==> src/hw/pwm_pkg.sv <==
package pwm_pkg;

  // ***************************************************************
  // register map (byte addresses, one aligned word each)
  // ***************************************************************
  localparam logic [7:0] CTRL_OFS  = 8'h00;
  localparam logic [7:0] PRE_OFS   = 8'h04;
  localparam logic [7:0] DUTY_OFS  = 8'h08;
  localparam logic [7:0] STAT_OFS  = 8'h0C;

  // ***************************************************************
  // field positions
  // ***************************************************************
  localparam int unsigned CTRL_EN_BIT   = 0;
  localparam int unsigned CTRL_SRC_BIT  = 1;
  localparam int unsigned CTRL_PIN_BIT  = 2;
  localparam int unsigned STAT_RUN_BIT  = 0;
  localparam int unsigned STAT_LVL_BIT  = 1;
  localparam int unsigned STAT_LOW_BIT  = 2;
  localparam int unsigned STAT_STEP_LSB = 8;

  // ***************************************************************
  // reset values and counts
  // ***************************************************************
  localparam logic [2:0]  CTRL_RST  = 3'h0;
  localparam logic [7:0]  PRE_RST   = 8'h00;
  localparam logic [7:0]  DUTY_RST  = 8'h00;
  // step counter runs 0..254, i.e. 255 steps per period
  localparam logic [7:0]  STEP_LAST = 8'hFE;

  // ***************************************************************
  // bus encodings
  // ***************************************************************
  localparam logic [1:0]  HTRANS_NONSEQ = 2'h2;
  localparam logic        HRESP_OKAY    = 1'b0;

  // gray along idle -> low -> run
  typedef enum logic [1:0] {
    ST_IDLE = 2'b00,
    ST_LOW  = 2'b01,
    ST_RUN  = 2'b11
  } pwm_state_e;

endpackage

==> src/hw/pwm_top.sv <==
// The placing of the registers and register access over AHB-Lite are this design's own decisions.
`timescale 1ns/1ps
`default_nettype none

module pwm_top
  import pwm_pkg::*;
#(
  parameter int unsigned DATA_W = 8
) (
  // clock, reset, freeze
  input  wire logic        core_clk,
  input  wire logic        resetn,
  input  wire logic        ce,
  // ahb-lite slave
  input  wire logic        hsel,
  input  wire logic [31:0] haddr,
  input  wire logic [1:0]  htrans,
  input  wire logic        hwrite,
  input  wire logic [2:0]  hsize,
  input  wire logic        hready,
  input  wire logic [31:0] hwdata,
  output logic      [31:0] hrdata,
  output logic             hreadyout,
  output logic             hresp,
  // shared pins
  output logic             pulse_output_a,
  output logic             pulse_output_b
);

  // ***************************************************************
  // helpers
  // ***************************************************************
  // address compare shared by the write and read decoders
  function automatic logic hit(input logic [7:0] a, input logic [7:0] ofs);
    hit = (a == ofs);
  endfunction

  // a period opens high unless its duty is zero
  function automatic logic opens_high(input logic [DATA_W-1:0] m);
    opens_high = (m != '0);
  endfunction

  function automatic logic [31:0] zext(input logic [DATA_W-1:0] v);
    zext = {{(32-DATA_W){1'b0}}, v};
  endfunction

  // start-low count, in core clocks minus one
  function automatic logic [DATA_W-1:0] low_len(input logic [DATA_W-1:0] n,
                                                  input logic              src);
    if (src) begin
      low_len = n;
    end else begin
      low_len = {1'b0, n[DATA_W-1:1]};
    end
  endfunction

  // ***************************************************************
  // bus front end
  // ***************************************************************
  // bus state
  logic             wr_pend_r, wr_pend_nxt;
  logic [7:0]       wr_addr_r, wr_addr_nxt;
  logic [31:0]      rdata_r,   rdata_nxt;
  logic [2:0]       ctrl_r,    ctrl_nxt;
  logic [DATA_W-1:0] pre_r,    pre_nxt;
  logic [DATA_W-1:0] duty_r,   duty_nxt;
  logic             addr_ok;
  logic [31:0]      stat_word;
  logic [31:0]      rd_word;

  // engine state
  pwm_state_e        state_r, state_nxt;
  logic [DATA_W-1:0] low_cnt_r, low_cnt_nxt;
  logic [DATA_W-1:0] pre_cnt_r, pre_cnt_nxt;
  logic [7:0]        step_r,    step_nxt;
  logic [DATA_W-1:0] n_act_r,   n_act_nxt;
  logic [DATA_W-1:0] m_act_r,   m_act_nxt;
  logic              half_r,    half_nxt;
  logic              lvl_r,     lvl_nxt;
  logic              out_a_r,   out_a_nxt;
  logic              out_b_r,   out_b_nxt;
  logic              tick;

  // the bus is frozen together with the rest of the block
  assign hreadyout = ce;
  assign hresp     = HRESP_OKAY;
  assign hrdata    = rdata_r;

  // hsize is accepted as is: only whole-word transfers are expected
  // seq is taken like nonseq; bursts are not expected but do no harm
  assign addr_ok = hsel & hready & ce & (htrans == HTRANS_NONSEQ || htrans == 2'h3);

  // ***************************************************************
  // status and read mux
  // ***************************************************************
  always_comb begin
    stat_word = 32'h0000_0000;
    stat_word[STAT_RUN_BIT] = (state_r == ST_RUN);
    stat_word[STAT_LVL_BIT] = lvl_r;
    stat_word[STAT_LOW_BIT] = (state_r == ST_LOW);
    stat_word[STAT_STEP_LSB +: 8] = step_r;
  end

  always_comb begin
    if (hit(haddr[7:0], CTRL_OFS)) begin
      rd_word = {29'h0000_0000, ctrl_r};
    end else if (hit(haddr[7:0], PRE_OFS)) begin
      rd_word = zext(pre_r);
    end else if (hit(haddr[7:0], DUTY_OFS)) begin
      rd_word = zext(duty_r);
    end else if (hit(haddr[7:0], STAT_OFS)) begin
      rd_word = stat_word;
    end else begin
      rd_word = 32'h0000_0000;
    end
  end

  // ***************************************************************
  // register write and read
  // ***************************************************************
  always_comb begin
    wr_pend_nxt = 1'b0;
    wr_addr_nxt = wr_addr_r;
    rdata_nxt   = rdata_r;
    ctrl_nxt    = ctrl_r;
    pre_nxt     = pre_r;
    duty_nxt    = duty_r;
    // data phase of an earlier write
    if (wr_pend_r) begin
      if (hit(wr_addr_r, CTRL_OFS)) begin
        ctrl_nxt = hwdata[2:0];
      end else if (hit(wr_addr_r, PRE_OFS)) begin
        pre_nxt = hwdata[DATA_W-1:0];
      end else if (hit(wr_addr_r, DUTY_OFS)) begin
        duty_nxt = hwdata[DATA_W-1:0];
      end
    end
    // address phase: read data is sampled here and stands in the data phase
    if (addr_ok) begin
      wr_pend_nxt = hwrite;
      wr_addr_nxt = {haddr[7:2], 2'b00};
      if (!hwrite) begin
        rdata_nxt = rd_word;
      end
    end
  end

  // a low ce also holds hreadyout low, so no transfer is lost while frozen
  always_ff @(posedge core_clk or negedge resetn) begin
    if (!resetn) begin
      wr_pend_r <= 1'b0;
      wr_addr_r <= 8'h00;
      rdata_r   <= 32'h0000_0000;
      ctrl_r    <= CTRL_RST;
      pre_r     <= PRE_RST;
      duty_r    <= DUTY_RST;
    end else if (ce) begin
      wr_pend_r <= wr_pend_nxt;
      wr_addr_r <= wr_addr_nxt;
      rdata_r   <= rdata_nxt;
      ctrl_r    <= ctrl_nxt;
      pre_r     <= pre_nxt;
      duty_r    <= duty_nxt;
    end
  end

  // ***************************************************************
  // pulse engine
  // ***************************************************************
  // source select 1 counts every main clock, 0 every second one
  assign tick = ctrl_r[CTRL_SRC_BIT] | half_r;

  // the halving phase only runs inside a period, so each period starts alike
  always_comb begin
    half_nxt = 1'b0;
    if (ctrl_r[CTRL_EN_BIT] && state_r == ST_RUN) begin
      half_nxt = ~half_r & ~ctrl_r[CTRL_SRC_BIT];
    end
  end

  always_ff @(posedge core_clk or negedge resetn) begin
    if (!resetn) begin
      half_r <= 1'b0;
    end else if (ce) begin
      half_r <= half_nxt;
    end
  end

  always_comb begin
    state_nxt   = state_r;
    low_cnt_nxt = low_cnt_r;
    pre_cnt_nxt = pre_cnt_r;
    step_nxt    = step_r;
    n_act_nxt   = n_act_r;
    m_act_nxt   = m_act_r;
    lvl_nxt     = lvl_r;
    if (!ctrl_r[CTRL_EN_BIT]) begin
      state_nxt   = ST_IDLE;
      lvl_nxt     = 1'b0;
      pre_cnt_nxt = '0;
      step_nxt    = 8'h00;
    end else begin
      case (state_r)
        ST_IDLE: begin
          // enable seen: reinitialise, hold the pin low first
          state_nxt = ST_LOW;
          lvl_nxt   = 1'b0;
          low_cnt_nxt = low_len(pre_r, ctrl_r[CTRL_SRC_BIT]);
        end
        ST_LOW: begin
          // the low count was fixed at enable; later prescaler writes wait
          if (low_cnt_r == '0) begin
            state_nxt   = ST_RUN;
            n_act_nxt   = pre_r;
            m_act_nxt   = duty_r;
            pre_cnt_nxt = '0;
            step_nxt    = 8'h00;
            // first period opens high unless the duty is zero
            lvl_nxt     = opens_high(duty_r);
          end else begin
            low_cnt_nxt = low_cnt_r - 1'b1;
          end
        end
        ST_RUN: begin
          if (tick) begin
            if (pre_cnt_r == n_act_r) begin
              pre_cnt_nxt = '0;
              if (step_r == STEP_LAST) begin
                step_nxt  = 8'h00;
                // shadows load only at the period boundary
                n_act_nxt = pre_r;
                m_act_nxt = duty_r;
                lvl_nxt   = opens_high(duty_r);
              end else begin
                step_nxt = step_r + 8'h01;
                lvl_nxt  = ((step_r + 8'h01) < m_act_r);
              end
            end else begin
              pre_cnt_nxt = pre_cnt_r + 1'b1;
            end
          end
        end
        default: begin
          state_nxt = ST_IDLE;
          lvl_nxt   = 1'b0;
        end
      endcase
    end
  end

  // shadows n_act and m_act hold the running period's own settings
  always_ff @(posedge core_clk or negedge resetn) begin
    if (!resetn) begin
      state_r   <= ST_IDLE;
      low_cnt_r <= '0;
      pre_cnt_r <= '0;
      step_r    <= 8'h00;
      n_act_r   <= '0;
      m_act_r   <= '0;
      lvl_r     <= 1'b0;
    end else if (ce) begin
      state_r   <= state_nxt;
      low_cnt_r <= low_cnt_nxt;
      pre_cnt_r <= pre_cnt_nxt;
      step_r    <= step_nxt;
      n_act_r   <= n_act_nxt;
      m_act_r   <= m_act_nxt;
      lvl_r     <= lvl_nxt;
    end
  end

  // ***************************************************************
  // pin routing
  // ***************************************************************
  // the unselected pin stays low so its port function is undisturbed
  // outputs come straight from flops so the pins never glitch
  always_comb begin
    out_a_nxt = lvl_nxt & ~ctrl_nxt[CTRL_PIN_BIT];
    out_b_nxt = lvl_nxt &  ctrl_nxt[CTRL_PIN_BIT];
  end

  always_ff @(posedge core_clk or negedge resetn) begin
    if (!resetn) begin
      out_a_r <= 1'b0;
      out_b_r <= 1'b0;
    end else if (ce) begin
      out_a_r <= out_a_nxt;
      out_b_r <= out_b_nxt;
    end
  end

  assign pulse_output_a = out_a_r;
  assign pulse_output_b = out_b_r;

endmodule

`default_nettype wire

==> config.mk <==
export PLATFORM = sky130hd
export DESIGN_NAME = pwm_top
export DESIGN_NICKNAME = d
export VERILOG_FILES = /design/src/hw/pwm_pkg.sv /design/src/hw/pwm_top.sv
export SDC_FILE = /design/constraint.sdc
export NUM_CORES = 1
export LEC_CHECK = 0
export BUFFER_PORTS_ARGS = -buffer_cell sky130_fd_sc_hd__buf_4
export CELL_PAD_IN_SITES_DETAIL_PLACEMENT = 1
export CELL_PAD_IN_SITES_GLOBAL_PLACEMENT = 2
export CORE_ASPECT_RATIO = 0.8
export CORE_MARGIN = 4
export CORE_UTILIZATION = 37
export CTS_CLUSTER_DIAMETER = 60
export DETAILED_ROUTE_END_ITERATION = 7
export GPL_TIMING_DRIVEN = 1
export HOLD_SLACK_MARGIN = 0.15
export PLACE_DENSITY_LB_ADDON = 0.3
export SLEW_MARGIN = 20
export SYNTH_ARGS = -nofsm -noshare
export SYNTH_HDL_FRONTEND = slang
export SYNTH_SLANG_ARGS = --single-unit
export TNS_END_PERCENT = 20
==> constraint.sdc <==
create_clock -name core_clk -period 4.5 [get_ports core_clk]
set_clock_uncertainty 0.05 [all_clocks]
set_input_delay 0 -clock core_clk [delete_from_list [all_inputs] [get_ports core_clk]]
set_output_delay 0 -clock core_clk [all_outputs]
set_load 0.02 [all_outputs]
==> results.yml <==
cts:
  cts_sinks: 88
  cts_resized: 0
  cts_tree: "done"
  clkLatencyLatePin_ps: 350
  cts.htree.levels: 3
  numCtsBuffers: 9
  clk_pin_slew_ps: 70
  clock_tree.root_cell: "clkbuf_16"
  post_cts_buffers: 0
  cts_buffer_depth: 2
routing:
  vias_per_cell: 5.21
  detail-route-antenna-nets: 0
  wl_per_cell_um: 18.5
  drtPass1Iterations: 4
  num_vias: 3376
  routed_wl_mm: 12.0
  drt-initial-drc-count: 167
  drc: 0
power_and_ir_drop:
  vdd_drop_max_mv: 0.179
  powerDensity_nw_per_um2: 384
  p_leak_nw: 2.62
  finalPower_mw: 2.14
floorplanning:
  start_util_pct: 38.1
  ios: 111
  row_count: 36
  core-area_um2: 12300
  die_area_um2: 14600
  fp.dieH_um: 109
  die_w_um: 134
global_route:
  gr-usage-met3_pct: 3.60
  met1_usage_pct: 23.1
  grt_pass1_vias: 3608
  top_usage_layer: "met2"
  grt-ovfl-total: 0
  antenna_found_initial: 0
  use_met2_pct: 28.9
  grt_pass1_wl_mm: 19.7
  grt_usage_pct: 17.3
  grt_max_degree: 51
yosys:
  synth-async-reset-ratio_pct: 100
  syn_area_um2: 4690
  synth_commonest_cells: "dfrtp_1 (88), mux2_2 (35), nand2_1 (27), nor2_1 (22), inv_1 (19)"
  synth_area_per_cell_um2: 11.4
  synth_ff_type: "dfrtp_1"
  ys_warn_count: 0
  synth_edf_count: 0
  yosys-top-cells-area: "dfrtp_1 (47%), mux2_2 (8.4%), ha_1 (3.2%)"
  yosys.cell_count.top_type: "dfrtp_1"
  seq_area_frac_synth_pct: 47.0
  synth_seq_cells: 88
  yosysTopAreaCellShare_pct: 47.0
  yosysUniqueCellTypes: 60
  synthCells: 412
  synth_area_leader_cell: "dfrtp_1"
sta:
  max_freq_mhz: 359
  finalCriticalPeriod_ps: 2790
  slew_headroom_pct: 32.2
  finalSetupTns_ps: 0
  final-max-slew-violation-count: 0
  finalHoldViolCount: 0
  setup-violations-final: 0
  tightest_slew_ps: 1020
  grt_setup_unrepaired: "false"
  period_share_pct: 62.0
placement:
  dp_hpwl_mm: 8.53
  io_buffers: 41
  gp_congestion: 0.768
critical_path:
  required_ps: 4700
  crit_fanout: 9
  path_class: "flop to flop"
  worstPathArrival_ps: 2990
  slowest_delay_ps: 520
  crit_slowest_cell: "dfrtp_1"
  critical_path.cell_chain: "and4_1 -> nand4_1 -> xnor2_1 -> ha_1 -> a21oi_1 -> o21ai_0 -> a211o_1 -> a2111o_1 -> o221ai_1"
  startpoint_type: "flop"
  critPathCaptureType: "flop"
cells_and_area:
  fill_cells: 1326
  drive_gt1_share_pct: 26.0
  nets: 559
  areaGrowthSynthToFinish_pct: 19.0
  n_antenna_cell: 0
status:
  status: "finished, final reports clean"
worst_hold_path:
  worstHoldPathType: "input pin to flop"
job:
  drv_cap: 0
[critical path: cells and delay by family (launching register included)]
family,cells,cell delay (ps)
DFF,1,520
and+or+nand+nor,2,460
adders and majority gates,1,290
xor gates and xnor gates,1,240
AOI/OAI and AO/OA,5,1130
[flip-flops by register name, summed over array words and instances (netlist names)]
name,count
ctrl_r,3
duty_r,8
half_r,1
hrdata,16
low_cnt_r,8
lvl_r,1
m_act_r,8
n_act_r,8
pre_cnt_r,8
pre_r,8
pulse_output_a,1
pulse_output_b,1
state_r,2
step_r,8
wr_addr_r,6
wr_pend_r,1
[stage by stage]
stage / util (%) / worst slack [ps] / cells / instance area (µm²) / hold slack, ps
final: 45.4 / 1710 / 648 / 5580 / 172
after global routing: 45.4 / 1580 / 648 / 5580 / 197
after CTS: 45.4 / 1730 / 648 / 5580 / 170
after detailed placement: 41.3 / 1750 / 611 / 5080 / -43.2
after global placement: 41.3 / 1760 / 611 / 5080 / -45.8
after floorplan: - / 2040 / 428 / 4750 / -346
[path summary, 6_finish.rpt]
path | start | to | slack [ps] | cells past startpoint
max | step_r[2] | pulse_output_a | 1710 | 9
min | htrans[1] | wr_pend_r | 170 | 3
max reg2reg | step_r[2] | pulse_output_a | 1710 | 9
min reg2reg | hrdata[6] | hrdata[6] | 430 | 2
max in group asynchronous | resetn | pre_cnt_r[0] | 3100 | 4
min in group asynchronous | resetn | hrdata[5] | 660 | 4
[final cells by class]
type | count | area, µm² | area share, %
multi-input cells | 290 | 2270 | 40.7
flip-flops and latches | 88 | 2200 | 39.5
repair buffers | 64 | 543 | 9.73
clock buffers | 9 | 225 | 4.04
well taps | 171 | 214 | 3.83
inverters | 19 | 71.3 | 1.28
clock inverters | 7 | 55.1 | 0.987
[layer usage]
| layer | part of all wire (%) | wire length [µm] |
|---|---|---|
| met4 | 0.92 | 110 |
| met1 | 48 | 5740 |
| met5 | 0 | 0 |
| met3 | 2.7 | 327 |
| met2 | 49 | 5830 |
[cells in the final DEF (no fill, tap or decap), drive strengths merged, types with 3 or more instances in the layout]
master / count
dfrtp: 88
mux2: 45
buf: 44
nand2: 28
nor2: 22
inv: 21
dlygate4sd3: 20
conb: 17
o21ai: 15
a21oi: 15
xor2: 14
nand3: 13
a22o: 12
ha: 12
clkbuf: 9
xnor2: 7
mux2i: 7
o22ai: 6
nor4: 6
and3: 5
nor3: 5
a32o: 5
a22oi: 5
nand4: 4
nand3b: 4
nor2b: 3
or3: 3
a211o: 3
mux4: 3
or4: 3
clkinv: 3
[where the power goes]
group | switching (mW) | internal (mW)
clock network | 0.339 | 0.379
registers | 0.106 | 0.866
logic | 0.263 | 0.187
total | 0.708 | 1.43
[logic make-up after synthesis]
group	share of synthesized area, %
DFF	47.0
xor gates and xnor gates	3.92
muxes	14.5
and+or+nand+nor	12.5
AOI/OAI and AO/OA	12.9
adders and majority gates	3.20
buffers and inverters	5.92
other	0.0800
[timing repair]
item	CTS	global route
endpoints found under the hold margin	82	0
hold buffers	21	0
endpoints found under the setup margin	0	0
Power figures use the tool's default switching activity.
